--- src/rtl/obl_regs.svh ---
`ifndef OBL_REGS_SVH
`define OBL_REGS_SVH

// flash layout
`define OBL_NBYTES     5
`define OBL_PRI_BASE   16'h0080
`define OBL_ALT_BASE   16'h1080
`define OBL_LAST_IDX   3'h4

// register indices, byte address is four times the index; control and status given as byte addresses
`define OBL_IDX_CLK    10'h080
`define OBL_IDX_RSV1   10'h081
`define OBL_IDX_RSV2   10'h082
`define OBL_IDX_RSV3   10'h083
`define OBL_IDX_DBG    10'h084
`define OBL_CTRL_ADDR  12'h000
`define OBL_STAT_ADDR  12'h004

// field positions
`define OBL_LOCK_BIT   0
`define OBL_HSSEL_BIT  1
`define OBL_STOP_BIT   0
`define OBL_CFG_CLK    0
`define OBL_CFG_DBG    4

// reset values
`define OBL_CFG_RST    8'h00
`define OBL_CTRL_RST   1'h0
`endif

--- src/rtl/obl_pkg.sv ---
`default_nettype none
`include "obl_regs.svh"
package obl_pkg;
  typedef logic [7:0] obl_byte_t;
  typedef logic [`OBL_NBYTES-1:0][7:0] obl_cfg_t;
  typedef enum {FT_REQ, FT_WAIT, FT_DONE} obl_fetch_e;
endpackage
`default_nettype wire

--- src/rtl/obl_cfg_if.sv ---
`timescale 1ns/1ps
`default_nettype none
// latched configuration shared by loader and users
interface obl_cfg_if;
  obl_pkg::obl_cfg_t bytes;
  logic              done;
  logic              swapped;
  modport loader (output bytes, output done, output swapped);
  modport user   (input bytes, input done, input swapped);
endinterface
`default_nettype wire

--- src/rtl/obl_fetch.sv ---
`timescale 1ns/1ps
`default_nettype none
`include "obl_regs.svh"
module obl_fetch (
  input  wire logic        clk,    // system clock
  input  wire logic        rst,    // sync reset
  input  wire logic        swap,   // boot swap active
  input  wire logic [7:0]  rdata,  // flash byte
  input  wire logic        rvalid, // flash byte valid
  output logic      [15:0] addr,   // flash address
  output logic             rd,     // flash read request
  obl_cfg_if.loader        cfg     // latched bytes
);
  obl_pkg::obl_fetch_e state;
  obl_pkg::obl_cfg_t   store;
  logic [2:0]          idx;
  logic                boot_swapped;
  logic                load_done;
  wire  [15:0]         base;
  wire                 take;
  wire                 last;

  // base and handshake decode
  // alternate block when swap was caught at reset, else primary block
  assign base = boot_swapped ? `OBL_ALT_BASE : `OBL_PRI_BASE;
  assign take = (state == obl_pkg::FT_WAIT) && rvalid;
  assign last = (idx == `OBL_LAST_IDX);

  // swap level caught while reset is held
  always_ff @(posedge clk) begin
    if (rst) begin
      boot_swapped <= swap;
    end
  end

  always_ff @(posedge clk) begin
    if (rst) begin
      state <= obl_pkg::FT_REQ;
      idx   <= 3'h0;
      rd    <= 1'b0;
      addr  <= 16'h0000;
    end else begin
      case (state)
        obl_pkg::FT_REQ: begin
          rd    <= 1'b1;
          addr  <= base + {13'h0000, idx};
          state <= obl_pkg::FT_WAIT;
        end
        obl_pkg::FT_WAIT: begin
          if (rvalid) begin
            rd    <= 1'b0;
            idx   <= idx + 3'h1;
            state <= last ? obl_pkg::FT_DONE : obl_pkg::FT_REQ;
          end
        end
        obl_pkg::FT_DONE: begin
          rd <= 1'b0;
        end
        default: begin
          state <= obl_pkg::FT_DONE;
        end
      endcase
    end
  end

  always_ff @(posedge clk) begin
    if (rst) begin
      store     <= '0;
      load_done <= 1'b0;
    end else begin
      if (take) begin
        store[idx] <= rdata;
      end
      load_done <= load_done | (take && last);
    end
  end

  assign cfg.bytes   = store;
  assign cfg.done    = load_done;
  assign cfg.swapped = boot_swapped;
endmodule
`default_nettype wire

--- src/rtl/obl_osc_ctl.sv ---
`timescale 1ns/1ps
`default_nettype none
`include "obl_regs.svh"
module obl_osc_ctl (
  input  wire logic clk,      // system clock
  input  wire logic rst,      // sync reset
  input  wire logic stop_req, // software stop request
  input  wire logic low_pwr,  // halt or stop mode
  input  wire logic tmr_int,  // timer on internal osc
  obl_cfg_if.user   cfg,      // latched bytes
  output logic      hs_rc,    // high-speed osc is rc
  output logic      ring_run, // internal osc running
  output logic      wdt_en,   // watchdog clock enable
  output logic      tmr_en    // timer clock enable
);
  wire lock;
  wire next_ring;
  wire next_wdt;

  assign lock      = cfg.bytes[`OBL_CFG_CLK][`OBL_LOCK_BIT];
  assign next_ring = lock | ~stop_req;
  // watchdog gated in low power when unlocked
  assign next_wdt  = next_ring & ~(~lock & low_pwr);

  // clock controls, defaults until bytes are loaded
  always_ff @(posedge clk) begin
    if (rst || !cfg.done) begin
      hs_rc    <= 1'b0;
      ring_run <= 1'b1;
      wdt_en   <= 1'b0;
      tmr_en   <= 1'b0;
    end else begin
      hs_rc    <= cfg.bytes[`OBL_CFG_CLK][`OBL_HSSEL_BIT];
      ring_run <= next_ring;
      wdt_en   <= next_wdt;
      tmr_en   <= tmr_int & next_ring;
    end
  end
endmodule
`default_nettype wire

--- src/rtl/obl_top.sv ---
// Register access over APB was chosen for this implementation.
`timescale 1ns/1ps
`default_nettype none
`include "obl_regs.svh"
module obl_top (
  input  wire logic        CLK,          // system clock
  input  wire logic        RST,          // sync reset, high
  input  wire logic        PSEL,         // apb select
  input  wire logic        PENABLE,      // apb enable
  input  wire logic        PWRITE,       // apb direction
  input  wire logic [11:0] PADDR,        // apb byte address
  input  wire logic [31:0] PWDATA,       // apb write data
  output logic      [31:0] PRDATA,       // apb read data
  output logic             PREADY,       // apb ready
  output logic             PSLVERR,      // apb error
  output logic      [15:0] FLASH_ADDR,   // flash address
  output logic             FLASH_RD,     // flash read request
  input  wire logic [7:0]  FLASH_RDATA,  // flash data
  input  wire logic        FLASH_VALID,  // flash data valid
  input  wire logic        BOOT_SWAP,    // boot swap active
  input  wire logic        HALT_MODE,    // cpu in halt
  input  wire logic        STOP_MODE,    // cpu in stop
  input  wire logic        TMR_INT_SRC,  // timer on internal osc
  output logic             CPU_RUN,      // cpu may start
  output logic             HS_OSC_RC,    // hs osc is rc type
  output logic             RING_OSC_RUN, // internal osc on
  output logic             WDT_CLK_EN,   // watchdog clock on
  output logic             TMR_CLK_EN,   // timer clock on
  output logic             DBG_FAULT     // debug byte not zero
);
  obl_cfg_if cfg_bus ();

  logic        ring_osc_stop_req;
  wire  [9:0]  word;
  wire  [2:0]  cfg_i;
  wire         cfg_hit;
  wire         sel_ctrl;
  wire         sel_stat;
  wire         mapped;
  wire         access;
  wire         finish;
  wire         bad;
  wire         wr_ctrl;
  wire         ring_osc_lock;
  wire  [7:0]  dbg_byte;
  wire  [31:0] next_rdata;
  wire  [31:0] stat_word;
  wire  [31:0] ctrl_word;
  wire  [31:0] cfg_word;

  // loader walks the flash block after reset
  obl_fetch obl_fetch_inst (
    .clk    (CLK),
    .rst    (RST),
    .swap   (BOOT_SWAP),
    .rdata  (FLASH_RDATA),
    .rvalid (FLASH_VALID),
    .addr   (FLASH_ADDR),
    .rd     (FLASH_RD),
    .cfg    (cfg_bus.loader)
  );

  // clock control from latched bytes
  obl_osc_ctl obl_osc_ctl_inst (
    .clk      (CLK),
    .rst      (RST),
    .stop_req (ring_osc_stop_req),
    .low_pwr  (HALT_MODE | STOP_MODE),
    .tmr_int  (TMR_INT_SRC),
    .cfg      (cfg_bus.user),
    .hs_rc    (HS_OSC_RC),
    .ring_run (RING_OSC_RUN),
    .wdt_en   (WDT_CLK_EN),
    .tmr_en   (TMR_CLK_EN)
  );

  // address decode
  assign word     = PADDR[11:2];
  assign cfg_hit  = (word >= `OBL_IDX_CLK) && (word <= `OBL_IDX_DBG)
                    && (PADDR[1:0] == 2'h0);
  assign cfg_i    = 3'(word - `OBL_IDX_CLK);
  assign sel_ctrl = (PADDR == `OBL_CTRL_ADDR);
  assign sel_stat = (PADDR == `OBL_STAT_ADDR);
  assign mapped   = cfg_hit | sel_ctrl | sel_stat;

  // bus phases: one wait state, then completion
  assign access   = PSEL & PENABLE & ~PREADY;
  assign finish   = PSEL & PENABLE & PREADY;
  // config and status words are read only
  assign bad      = ~mapped | (PWRITE & ~sel_ctrl);
  assign wr_ctrl  = finish & PWRITE & sel_ctrl & ~PSLVERR;

  // fields seen by software
  assign ring_osc_lock = cfg_bus.bytes[`OBL_CFG_CLK][`OBL_LOCK_BIT];
  assign dbg_byte      = cfg_bus.bytes[`OBL_CFG_DBG];
  assign ctrl_word     = {31'h00000000, ring_osc_stop_req};
  assign stat_word     = {27'h0000000, DBG_FAULT, cfg_bus.swapped,
                          RING_OSC_RUN, CPU_RUN, cfg_bus.done};
  assign cfg_word      = {24'h000000, cfg_bus.bytes[cfg_i]};

  // read data select
  assign next_rdata = PWRITE   ? 32'h00000000 :
                      cfg_hit  ? cfg_word     :
                      sel_ctrl ? ctrl_word    :
                      sel_stat ? stat_word    : 32'h00000000;

  // apb response, answer one cycle into access phase
  always_ff @(posedge CLK) begin
    if (RST) begin
      PREADY  <= 1'b0;
      PSLVERR <= 1'b0;
      PRDATA  <= 32'h00000000;
    end else begin
      PREADY <= access;
      if (access) begin
        PSLVERR <= bad;
        PRDATA  <= next_rdata;
      end else begin
        PSLVERR <= 1'b0;
      end
    end
  end

  // stop request ignored while oscillator is locked
  always_ff @(posedge CLK) begin
    if (RST) begin
      ring_osc_stop_req <= `OBL_CTRL_RST;
    end else if (wr_ctrl) begin
      ring_osc_stop_req <= PWDATA[`OBL_STOP_BIT] & ~ring_osc_lock;
    end
  end

  // cpu held until every byte is in
  always_ff @(posedge CLK) begin
    if (RST) begin
      CPU_RUN <= 1'b0;
    end else begin
      CPU_RUN <= cfg_bus.done;
    end
  end

  // nonzero debug byte flagged, debug never enabled
  always_ff @(posedge CLK) begin
    if (RST) begin
      DBG_FAULT <= 1'b0;
    end else begin
      DBG_FAULT <= cfg_bus.done & (dbg_byte != `OBL_CFG_RST);
    end
  end
endmodule
`default_nettype wire

--- config.mk ---
export PLATFORM = sky130hd
export DESIGN_NAME = obl_top
export DESIGN_NICKNAME = d
export VERILOG_FILES = /design/src/rtl/obl_pkg.sv /design/src/rtl/obl_cfg_if.sv /design/src/rtl/obl_fetch.sv /design/src/rtl/obl_osc_ctl.sv /design/src/rtl/obl_top.sv
export VERILOG_INCLUDE_DIRS = /design/src /design/src/rtl
export SDC_FILE = /design/constraint.sdc
export NUM_CORES = 1
export LEC_CHECK = 0
export ABC_CLOCK_PERIOD_IN_PS = 2300
export BUFFER_PORTS_ARGS = -buffer_cell sky130_fd_sc_hd__buf_2
export CAP_MARGIN = 5
export CORE_MARGIN = 4
export CORE_UTILIZATION = 50
export CTS_CLUSTER_DIAMETER = 200
export DETAILED_ROUTE_END_ITERATION = 6
export GPL_TIMING_DRIVEN = 0
export PLACE_DENSITY = 0.9
export SETUP_SLACK_MARGIN = 0.15
export SKIP_CTS_REPAIR_TIMING = 1
export SYNTH_ARGS = -nofsm -noshare
export SYNTH_HDL_FRONTEND = slang
export SYNTH_HIERARCHICAL = 1
export SYNTH_SLANG_ARGS = --single-unit
--- constraint.sdc ---
create_clock -name CLK -period 2.3 [get_ports CLK]
set_input_delay 0.23 -clock CLK [delete_from_list [all_inputs] [get_ports CLK]]
set_output_delay 0.23 -clock CLK [all_outputs]
set_load 0.01 [all_outputs]
Word level (Yosys, flattened, before mapping)
Index checks and enable logic that the tools add are counted.

operators by class
  add/subtract/negate cells = 3
  order comparisons = 5
  eq/ne operators = 6
  muxes and demuxes = 15
  bitwise logic cells = 27
  reductions and logical operators = 16

operator list
  cell                                                              number
  one-hot mux 32 bit (3 select lines)                               1
  == test 32 x 2 -> 1 bit (second input constant)                   2
  bitwise mux 40 bit                                                1
  == test 32 x 1 -> 1 bit (second input constant)                   1
  logical NOT 32 bit                                                1
  two-way mux 32 bit                                                1
  two-way mux 8 bit                                                 4
  binary-select mux 8 bit (select 3 bit)                            1
  demux 8 bit (select 3 bit)                                        1
  adder 16 x 3 -> 16 bit                                            1
  two-way mux 13 bit                                                1
  AND 1 bit                                                         12
  == test 12 x 3 -> 1 bit (second input constant)                   1
  logical NOT 12 bit                                                1
  >= comparator 10 x 8 -> 1 bit (second input constant)             1
  less-or-equal comparator 10 x 8 -> 1 bit (second input constant)  1
  two-way mux 5 bit                                                 2
  inverter 1 bit                                                    9
  < comparator 3 x 4 -> 1 bit (second input constant)               2
  nonzero test 8 bit                                                1
  OR 1 bit                                                          6
  AND reduction 2 bit                                               3
  logical AND 1 bit                                                 5
  adder 3 x 1 -> 3 bit (second input constant)                      1
  12 further kinds                                                  12

word-level totals
  register bits = 135
  output and inout bits = 57
  word-level logic and storage cells = 93

Longest topological paths before layout
  depth after elaboration = 7
  mapped depth = 7
  mapped depth without buffers = 5

Hierarchy
The synthesis kept the hierarchy.

modules (own cells, without submodules)
  module       times used  cells an instance  area each (um^2)  seq. area each (um^2)
  obl_fetch    1           220                2290.9            1071.0
  obl_top      1           146                1162.4            260.2
  obl_osc_ctl  1           11                 132.6             80.1

Least setup slack after synthesis
Ideal clock, no wire load.

  kind = input to register
  from = input PADDR[4]
  to = register ring_osc_stop_req
  setup time = 0.072 ns
  arrival time = 1.590 ns
  required time = 2.228 ns
  path slack = 0.638 ns
  stages = 5
  buffers on the path = 1
  cells stage by stage = buf_2 or4_4 or2_4 nor4b_2 mux2i_1

on the way
  cells in the longest elaborated chain, start to end = 3

RTL lines
  what                          line            text
  start, declared               obl_top.sv:11   input wire logic [11:0] PADDR,
  logical NOT 12 bit (no line)  -
  AND 1 bit (2 in a row)        obl_top.sv:91   assign wr_ctrl = finish & PWRITE & sel_ctrl & ~PSLVERR;
  end signal, assigned          obl_top.sv:127  ring_osc_stop_req <= `OBL_CTRL_RST;
  end signal, assigned          obl_top.sv:129  ring_osc_stop_req <= PWDATA[`OBL_STOP_BIT] & ~ring_osc_lock;
  end, declared                 obl_top.sv:33   logic ring_osc_stop_req;

Every way passes these cells.
A chain may end at the register's enable or synchronous reset.

Worst setup path after layout
  from = register obl_fetch_inst.state[1]
  to = register obl_fetch_inst.store, in the netlist obl_fetch_inst/cfg.bytes[6]

on the way
  cells in the longest elaborated chain, start to end = 2

RTL lines
  what                           line             text
  start, declared                obl_fetch.sv:14  obl_pkg::obl_fetch_e state;
  start signal, assigned         obl_fetch.sv:38  state <= obl_pkg::FT_REQ;
  start signal, assigned         obl_fetch.sv:47  state <= obl_pkg::FT_WAIT;
  start signal, assigned         obl_fetch.sv:53  state <= last ? obl_pkg::FT_DONE : obl_pkg::FT_REQ;
  == test 32 x 2 -> 1 bit        obl_fetch.sv:26  assign take = (state == obl_pkg::FT_WAIT) && rvalid;
  logical AND 1 bit              obl_fetch.sv:26
  end signal, assigned by index  obl_fetch.sv:72  store[idx] <= rdata;
  end, declared                  obl_fetch.sv:15  obl_pkg::obl_cfg_t store;

Every way passes these cells.

==> results.json <==
{
  "status": "completed",
  "io_pins": 119,
  "setup_violations": 0,
  "drv_cap": 0,
  "gp_congestion": 0.885,
  "via_per_inst": 5.09,
  "numCtsBuffers": 9,
  "chipWidth_um": 92.7,
  "avgRoutedWirePerCell_um": 14.9,
  "ys_seq_area_share_pct": 39.4,
  "ant_nets": 0,
  "antenna_found_initial": 0,
  "tns_ps": 0,
  "p_leak_nw": 2.02,
  "cts_root_buf": "clkbuf_8",
  "arrival_ps": 2230,
  "grt_use_total_pct": 19.7,
  "syn2layout_area_growth_pct": 20.0,
  "syn_avg_cell_area_um2": 9.51,
  "ys_ff_latch": 70,
  "slowest_delay_ps": 700,
  "dpl.hpwl_mm": 6.21,
  "core_region_area_um2": 6870,
  "endpoint_kind": "flop",
  "port_buffers": 49,
  "grt_max_degree": 14,
  "rows": 30,
  "post-route-cell-area_um2": 4300,
  "htree_num_levels": 3,
  "grt_pass1_wl_mm": 13.4,
  "vias": 2904,
  "syn_inst": 377,
  "die_h_um": 92.7,
  "synth_edf_count": 1,
  "synth.distinct_cells": 56,
  "post-route-min-period_ps": 1950,
  "cts_max_path_buffers": 2,
  "grt_pass1_vias": 2784,
  "hold_path.class": "in2reg",
  "syn-cell-area_um2": 3590,
  "yosysMostFrequentCell": "dfxtp_1",
  "hold_viol": 0,
  "netlist_top_cells_count": "dfxtp_1 (69), mux2i_1 (58), nand2b_1 (51), buf_4 (38), nor2_1 (14)",
  "crit_family": "simple AND/OR/NAND/NOR gates",
  "relSlewSlack_pct": 39.0,
  "fmax_mhz": 512,
  "path_cells": "inv_1, ha_1, buf_4, nand2_2, nor4_2, mux2i_1",
  "drive_above_1_share_pct": 25.5,
  "skew_ps": 6.80,
  "synthArstFlopShare_pct": 0,
  "crit_buf_inv": 2,
  "drc": 0,
  "synth_warnings": 6,
  "cp_data_required_time_ps": 2580,
  "antenna_cells": 0,
  "drt-initial-drc-count": 159,
  "drv_slew": 0,
  "firstDrtPassIters": 4,
  "critPathMaxFanout": 9,
  "tightest_slew_ps": 908,
  "netlist_top_cells_area": "dfxtp_1 (39%), mux2i_1 (16%), nand2b_1 (8.9%)",
  "slowest_stage": "nor4_2",
  "ir_drop_mv": 0.326,
  "cts_tree": "done",
  "power_density_nw_per_um2": 703,
  "grt_overflow": 0,
  "clock_sinks": 70,
  "finalWirelength_mm": 8.53,
  "fillers": 572,
  "cp-start-kind": "flop",
  "final_nets": 539,
  "clk_pin_slew_ps": 80,
  "die_area_um2": 8590,
  "rsz0062_at_grt": "no",
  "path_class": "reg2reg",
  "clk_latency_ps": 350,
  "synth_top_area_share_pct": 38.5,
  "synth_top_area_cell": "dfxtp_1",
  "initial_utilization_pct": 52.2,
  "fin_crit_sh_pct": 84.9,
  "synthFlopType": "dfxtp_1",
  "place_area_um2": 4080
}
-- cell families (layout without fill, tap and decap cells) --
logic type | after synthesis | after routing | share of synthesized area, %
AND/OR/NAND/NOR | 119 | 119 | 20.3
adder cells (fa/ha/maj) | 7 | 7 | 2.44
AO/OA/AOI/OAI | 52 | 52 | 9.60
multiplexers | 58 | 58 | 16.2
XOR/XNOR | 2 | 2 | 0.489
flip-flops | 70 | 70 | 39.4
buffers and inverters | 67 | 132 | 11.4
other | 2 | 35 | 0.209
-- path summary, 6_finish.rpt --
kind / startpoint / endpoint / slack (ps) / cells after the start
hold / removal: BOOT_SWAP / obl_fetch_inst/cfg.swapped$_DFFE_PP_ / 60 / 1
setup reg to reg: obl_fetch_inst/state[1]$_SDFFE_PP0P_ / obl_fetch_inst/cfg.bytes[6]$_SDFFE_PP0P_ / 350 / 6
hold reg to reg: ring_osc_stop_req$_SDFFE_PP0P_ / obl_osc_ctl_inst/ring_run$_SDFF_PP1_ / 470 / 1
setup / recovery: obl_fetch_inst/state[1]$_SDFFE_PP0P_ / obl_fetch_inst/cfg.bytes[6]$_SDFFE_PP0P_ / 350 / 6
-- layout by cell type, fill, tap and decap left out, types with 3 or more instances in the layout --
cell,synthesis,final
dfxtp_1,69,69
mux2i_1,58,58
buf_2,5,54
nand2b_1,51,51
buf_4,38,38
conb_1,2,35
nor2_1,14,14
clkbuf_1,13,13
nand2_1,11,11
o21ai_1,10,10
clkbuf_8,0,10
a21oi_1,9,9
inv_1,8,8
a22oi_1,8,8
o21ai_0,7,7
ha_1,7,7
nor2b_1,4,4
nand3_1,4,4
and2_1,4,4
o32a_1,4,4
nor3_1,4,4
or4_1,4,4
nor4_1,3,3
o2bb2ai_1,3,3
-- worst register-to-register path, stage by stage (launching register included) --
cell and delay, ps:
dfxtp_1 350, inv_1 120, ha_1 160, buf_4 150, nand2_2 120, nor4_2 700, mux2i_1 270
-- final cells by class --
class	count	area, um2	share of cell area [%]
plain buffers	59	379	8.81
clock buffers	10	138	3.20
clock inverters	6	85.1	1.98
inverters	8	30.0	0.698
multi-input cells	273	1900	44.0
flip-flops and latches	70	1410	32.8
well taps	96	120	2.79
repair buffers	49	245	5.70
-- state kept, by name, indices dropped and copies added (netlist names), 2 cells and up --
name                      flops
PRDATA                        8
obl_fetch_inst/addr           5
obl_fetch_inst/cfg.bytes     40
obl_fetch_inst/idx            3
obl_fetch_inst/state          2
-- power by group --
part	total [mW]	switching, mW	internal, mW
clock	1.10	0.469	0.636
combinational	0.583	0.326	0.258
sequential	1.34	0.0572	1.28
total	3.03	0.852	2.18
-- metal layers --
metal,global-route usage [%],vias to the layer above,routed length [um]
met2,34.1,124,4120
met4,5.25,0,80
li1,-,1420,-
met1,24.2,1351,3530
met5,0,-,0
met3,5.36,9,802
-- through the flow --
stage          hold WS (ps)  worst slack (ps)  instances  power [mW]  utilization [%]
2_1_floorplan           310               638        410        1.78                -
6_report               58.3               348        571        3.03             62.7
3_3_place_gp            409               419        555        1.90             59.3
4_1_cts                45.1               306        571        3.03             62.6
5_1_grt                46.0               217        571        3.16             62.7
3_5_place_dp            418               351        555        1.93             59.3
Power figures use the tool's default switching activity.
